===== config.mk =====
export PLATFORM = sky130hd
export DESIGN_NAME = jfcc_top
export DESIGN_NICKNAME = d
export VERILOG_FILES = /design/src/pkg/jfcc_pkg.sv /design/src/hdl/jfcc_sync.sv /design/src/hdl/jfcc_top.sv
export SDC_FILE = /design/constraint.sdc
export NUM_CORES = 1
export LEC_CHECK = 0
export BUFFER_PORTS_ARGS = -buffer_cell sky130_fd_sc_hd__buf_2
export CAP_MARGIN = 25
export CORE_AREA = 2 2 55 57
export DETAILED_ROUTE_END_ITERATION = 8
export DIE_AREA = 0 0 57 59
export PLACE_DENSITY = 0.76
export SYNTH_ARGS = -nofsm -noshare
export SYNTH_HDL_FRONTEND = slang
export SYNTH_SLANG_ARGS = --single-unit

===== constraint.sdc =====
create_clock -name CORE_CLK -period 3.05 [get_ports CORE_CLK]
set_input_delay 0.305 -clock CORE_CLK [delete_from_list [all_inputs] [get_ports CORE_CLK]]
set_output_delay 0.305 -clock CORE_CLK [all_outputs]
set_load 0.005 [all_outputs]

===== src/pkg/jfcc_pkg.sv =====
// Package with constants and types for the fuse check control block.
// Summary of operation
// - After power-on reset, first falling edge on mode select enters fuse check mode.
// - Mode select low while power comes up enters fuse check mode without an edge.
// - Second rising edge of mode select since power-up leaves fuse check mode.
// - Once left, fuse check mode stays disabled until the next power-on reset.
// - Continuity path is on only while check mode is active and mode select is low.
// - A blown fuse refuses test access and forces the test port into bypass.
package jfcc_pkg;

  localparam logic [1:0] JFCC_RISE_LIMIT = 2'h2;
  localparam logic JFCC_TMS_IDLE = 1'h1;
  localparam logic [1:0] JFCC_CNT_RST = 2'h0;
  localparam logic [1:0] JFCC_UP_FIRST = 2'h2;
  localparam logic [1:0] JFCC_UP_LIVE = 2'h3;
  localparam logic JFCC_FUSE_SAFE = 1'h1;

  typedef enum {
    JFCC_ST_ARMED,
    JFCC_ST_ACTIVE,
    JFCC_ST_DONE
  } jfcc_state_t;

  typedef struct packed {
    logic fuse_check_current;
    logic check_active;
    logic bypass;
    logic access_enable;
  } jfcc_status_t;

  // Reset shows bypass only, the safe state.
  localparam jfcc_status_t JFCC_STATUS_RST = 4'h2;

endpackage


===== src/hdl/jfcc_sync.sv =====
// Two-stage synchroniser for pin inputs.
`timescale 1ns/1ns
module jfcc_sync #(
  parameter logic RST_VAL = 1'h0
) (
  input wire logic clk,
  input wire logic rst,
  input wire logic d,
  output logic q
);
  logic meta_reg;
  logic q_reg;

  always_ff @(posedge clk or posedge rst) begin
    if (rst) begin
      meta_reg <= RST_VAL;
      q_reg <= RST_VAL;
    end else begin
      meta_reg <= d;
      q_reg <= meta_reg;
    end
  end

  assign q = q_reg;
endmodule


===== src/hdl/jfcc_top.sv =====
// Fuse check mode control and fuse-blown bypass for the test port.
`timescale 1ns/1ns
module jfcc_top (
  input wire logic CORE_CLK,
  input wire logic RST,
  input wire logic TMS_PIN,
  input wire logic FUSE_BLOWN,
  output jfcc_pkg::jfcc_status_t STATUS
);
  logic tms_s;
  logic fuse_s;
  logic tms_prev_reg;
  logic tms_prev_next;
  logic [1:0] up_cnt_reg;
  logic [1:0] up_cnt_next;
  logic first;
  logic live;
  logic [1:0] rise_cnt_reg;
  logic [1:0] rise_cnt_next;
  jfcc_pkg::jfcc_state_t state_reg;
  jfcc_pkg::jfcc_state_t state_next;
  jfcc_pkg::jfcc_status_t status_reg;
  jfcc_pkg::jfcc_status_t status_next;
  logic fall;
  logic rise;

  jfcc_sync #(.RST_VAL(jfcc_pkg::JFCC_TMS_IDLE)) u_tms_sync (
    .clk(CORE_CLK),
    .rst(RST),
    .d(TMS_PIN),
    .q(tms_s)
  );

  jfcc_sync #(.RST_VAL(jfcc_pkg::JFCC_FUSE_SAFE)) u_fuse_sync (
    .clk(CORE_CLK),
    .rst(RST),
    .d(FUSE_BLOWN),
    .q(fuse_s)
  );

  function automatic logic is_fall(input logic prev, input logic cur);
    return prev && !cur;
  endfunction

  function automatic logic is_rise(input logic prev, input logic cur);
    return !prev && cur;
  endfunction

  // The rise that brings the count up to its limit ends fuse check mode.
  function automatic logic is_exit(input logic rise_now, input logic [1:0] cnt);
    return rise_now && (cnt == jfcc_pkg::JFCC_RISE_LIMIT - 2'h1);
  endfunction

  // The synchronisers show their reset level for two edges after release, so the
  // power-up level is judged only once the pin has really arrived, and edges after that.
  assign first = (up_cnt_reg == jfcc_pkg::JFCC_UP_FIRST);
  assign live = (up_cnt_reg == jfcc_pkg::JFCC_UP_LIVE);
  assign fall = live && is_fall(tms_prev_reg, tms_s);
  assign rise = live && is_rise(tms_prev_reg, tms_s);

  always_comb begin
    tms_prev_next = tms_s;
    up_cnt_next = up_cnt_reg;
    if (!live) begin
      up_cnt_next = up_cnt_reg + 2'h1;
    end
    rise_cnt_next = rise_cnt_reg;
    state_next = state_reg;
    if (rise && rise_cnt_reg != jfcc_pkg::JFCC_RISE_LIMIT) begin
      rise_cnt_next = rise_cnt_reg + 2'h1;
    end
    case (state_reg)
      jfcc_pkg::JFCC_ST_ARMED: begin
        if (first && !tms_s) begin
          state_next = jfcc_pkg::JFCC_ST_ACTIVE;
        end else if (fall) begin
          state_next = jfcc_pkg::JFCC_ST_ACTIVE;
        end
        if (is_exit(rise, rise_cnt_reg)) begin
          state_next = jfcc_pkg::JFCC_ST_DONE;
        end
      end
      jfcc_pkg::JFCC_ST_ACTIVE: begin
        if (is_exit(rise, rise_cnt_reg)) begin
          state_next = jfcc_pkg::JFCC_ST_DONE;
        end
      end
      jfcc_pkg::JFCC_ST_DONE: begin
        state_next = jfcc_pkg::JFCC_ST_DONE;
      end
      default: begin
        state_next = jfcc_pkg::JFCC_ST_DONE;
      end
    endcase
    status_next.check_active = (state_next == jfcc_pkg::JFCC_ST_ACTIVE);
    status_next.fuse_check_current = status_next.check_active && !tms_s;
    status_next.bypass = fuse_s;
    status_next.access_enable = !fuse_s;
  end

  always_ff @(posedge CORE_CLK or posedge RST) begin
    if (RST) begin
      tms_prev_reg <= jfcc_pkg::JFCC_TMS_IDLE;
      up_cnt_reg <= jfcc_pkg::JFCC_CNT_RST;
      rise_cnt_reg <= jfcc_pkg::JFCC_CNT_RST;
      state_reg <= jfcc_pkg::JFCC_ST_ARMED;
      status_reg <= jfcc_pkg::JFCC_STATUS_RST;
    end else begin
      tms_prev_reg <= tms_prev_next;
      up_cnt_reg <= up_cnt_next;
      rise_cnt_reg <= rise_cnt_next;
      state_reg <= state_next;
      status_reg <= status_next;
    end
  end

  assign STATUS = status_reg;
endmodule


==> flow_summary.toml <==
[synth]
ys_seq_elements = 45
syn-mean-instance-area_um2 = 17.5
synth.distinct_cells = 21
netlist_area_um2 = 1400
synth_warnings = 0
synth_cells = 80
ys_seq_area_share_pct = 81.0

[grt]
overflow = 0
grt_busiest_layer = "met2"
grt_pass1_wl_mm = 2.94
use_met2_pct = 20.2
use_met3_pct = 4.59
grt_max_degree = 46
grt_util_met1_pct = 13.7
antenna_found_initial = 0
grt.total_usage_pct = 12.4
grt_pass1_vias = 715

[timing]
hold_viol = 0
worst_pin_slew_ps = 528
finalCriticalPeriod_ps = 1440
slew_headroom_pct = 64.8
fin_setup_tns_ps = 0
post-route-period-util_pct = 47.3
setup_violations = 0
clock.fmax_mhz = 694
drv_slew = 0
rsz0062_at_grt = "false"
fin_skew_ps = 8.20

[place]
dpl.cell_count = 148
routabilityCongestion = 0.632
dp_hpwl_mm = 1.08
io_buffer_count = 7

[min_path]
hp-class = "in -> reg"

[critical_path]
crit_arrival_ps = 1700
cp-start-kind = "flip-flop"
path_buf_inv = 0
crit_path_max_fanout = 4
critPathSlowestCell = "dfrtp_1"
worst_path_dominant_cell_family = "simple AND/OR/NAND/NOR gates"
worstPathRequired_ps = 3310
crit_chain = "nor4_1, nand4_1, nor4_4, nor4b_2"
cpPeakStageDelay_ps = 380
worstSetupPathType = "reg -> reg"
worstSetupEndpointType = "flip-flop"

[final_layout]
syn2layout_area_growth_pct = 19.9
stdcell_count = 156
layout_commonest_cell = "dfrtp_1"
utilization_pct = 62.0
drive_gt1_share_pct = 20.0
fill_cells = 212
num_antenna_cells = 0
largest_reg_flops = 32
layout_common_cells = "39 x dfrtp_1, 30 x conb_1, 7 x buf_2, 6 x dfstp_2, 6 x nor4_1"
multiInputGateArea_um2 = 357
regArea_um2 = 1130
layout.nets = 132

[die]
die_h_um = 59
die_w_um = 57
ios = 8
start_util_pct = 51.7
rows = 19
coreArea_um2 = 2710
dieArea_um2 = 3360

[clocking]
cts_hold_buf = 0
cts.clk_slew.worst_paths_ps = 120
cts_root_buf = "clkbuf_4"
cts_setup_buffers = 0
cts_made_buffers = 5
clock_sinks = 45
clk_path_buf_depth = 2
cts-htree-levels = 2
cts_resized = 0
clk_latency_ps = 340
cts_tree = "built"

[detailed_routing]
drt-initial-drc-count = 11
wirelength_mm = 1.59
wire_per_inst_um = 10.2
drc_errors = 0
dr.pass1.iters = 4
ant_nets = 0
vias = 662
vias_per_cell = 4.24

[outcome]
outcome = "complete, no violations"

[power_and_ir_drop]
leakage_nw = 0.829
power_density_nw_per_um2 = 649
peakVddDrop_uv = 425

[run]
drv_cap = 0
Yosys cell counts (all sizes together):
cell type,instances,area (um^2)
dfrtp,39,976
and3b,1,8.76
nor4,8,71.3
dfstp,6,158
inv,5,18.8
nor2b,2,12.5
a31oi,1,6.26
conb,1,3.75
mux2i,1,10.0
nor2,1,3.75
a21oi,1,5.00
nand4,1,6.26
o21ai,1,5.00
o211a,2,20.0
nand2,2,7.51
xnor2,2,17.5
nand3,1,5.00
ha,4,50.1
nor4b,1,15.0
area by class of cell:
class | instances | area share, %
inverters | 5 | 1.12
well taps | 31 | 2.31
flip-flops and latches | 45 | 67.5
clock inverters | 2 | 2.24
repair buffers | 8 | 2.53
clock buffers | 6 | 3.06
multi-input cells | 59 | 21.2
kinds of logic after synthesis:
family	Yosys count	share of synthesized area [%]
fa+ha+maj	4	3.57
other cells	1	0.268
buf+inv	5	1.34
simple gates	17	9.29
mux	1	0.715
compound gates	5	2.59
xor+xnor	2	1.25
flops	45	81.0
per-layer routing:
layer / routed length (um) / vias up / part of all wire [%]
met5: 0 / - / 0
met4: 30 / 0 / 1.9
met3: 68 / 3 / 4.3
met2: 813 / 9 / 51
met1: 673 / 324 / 42
li1: - / 326 / -
path summary, 6_finish.rpt:
path                                           startpoint                             end  slack (ps)  depth (start not counted)
min                                            FUSE_BLOWN  u_fuse_sync.meta_reg$_DFF_PP1_          40                          1
max reg2reg                        state_reg[2]$_DFF_PP0_             STATUS[3]$_DFF_PP0_        1610                          4
min reg2reg                u_fuse_sync.meta_reg$_DFF_PP1_         u_fuse_sync.q$_DFF_PP1_         370                          0
min in group asynchronous                             RST         state_reg[15]$_DFF_PP0_          70                          3
max in group asynchronous                             RST          u_tms_sync.q$_DFF_PP1_        2590                          3
max                                state_reg[2]$_DFF_PP0_             STATUS[3]$_DFF_PP0_        1610                          4
stage by stage:
step	hold WS (ps)	power [mW]	cell area, um^2	worst slack, ps
floorplan	309	0.714	1510	1700
global placement	346	0.726	1590	1640
detailed placement	349	0.735	1590	1600
CTS	20.6	1.11	1680	1580
global route	10.3	1.15	1680	1430
finish	43.6	1.09	1680	1610
where the power goes:
group	switching (mW)	total (mW)	internal (mW)
registers	0.0177	0.656	0.638
logic	0.0405	0.0662	0.0257
clock network	0.172	0.367	0.195
worst register-to-register path, cell delays in order (launching register included):
cell	delay, ps
dfrtp_1	380
nor4_1	330
nand4_1	190
nor4_4	220
nor4b_2	240
(Power assumes the default switching activity.)
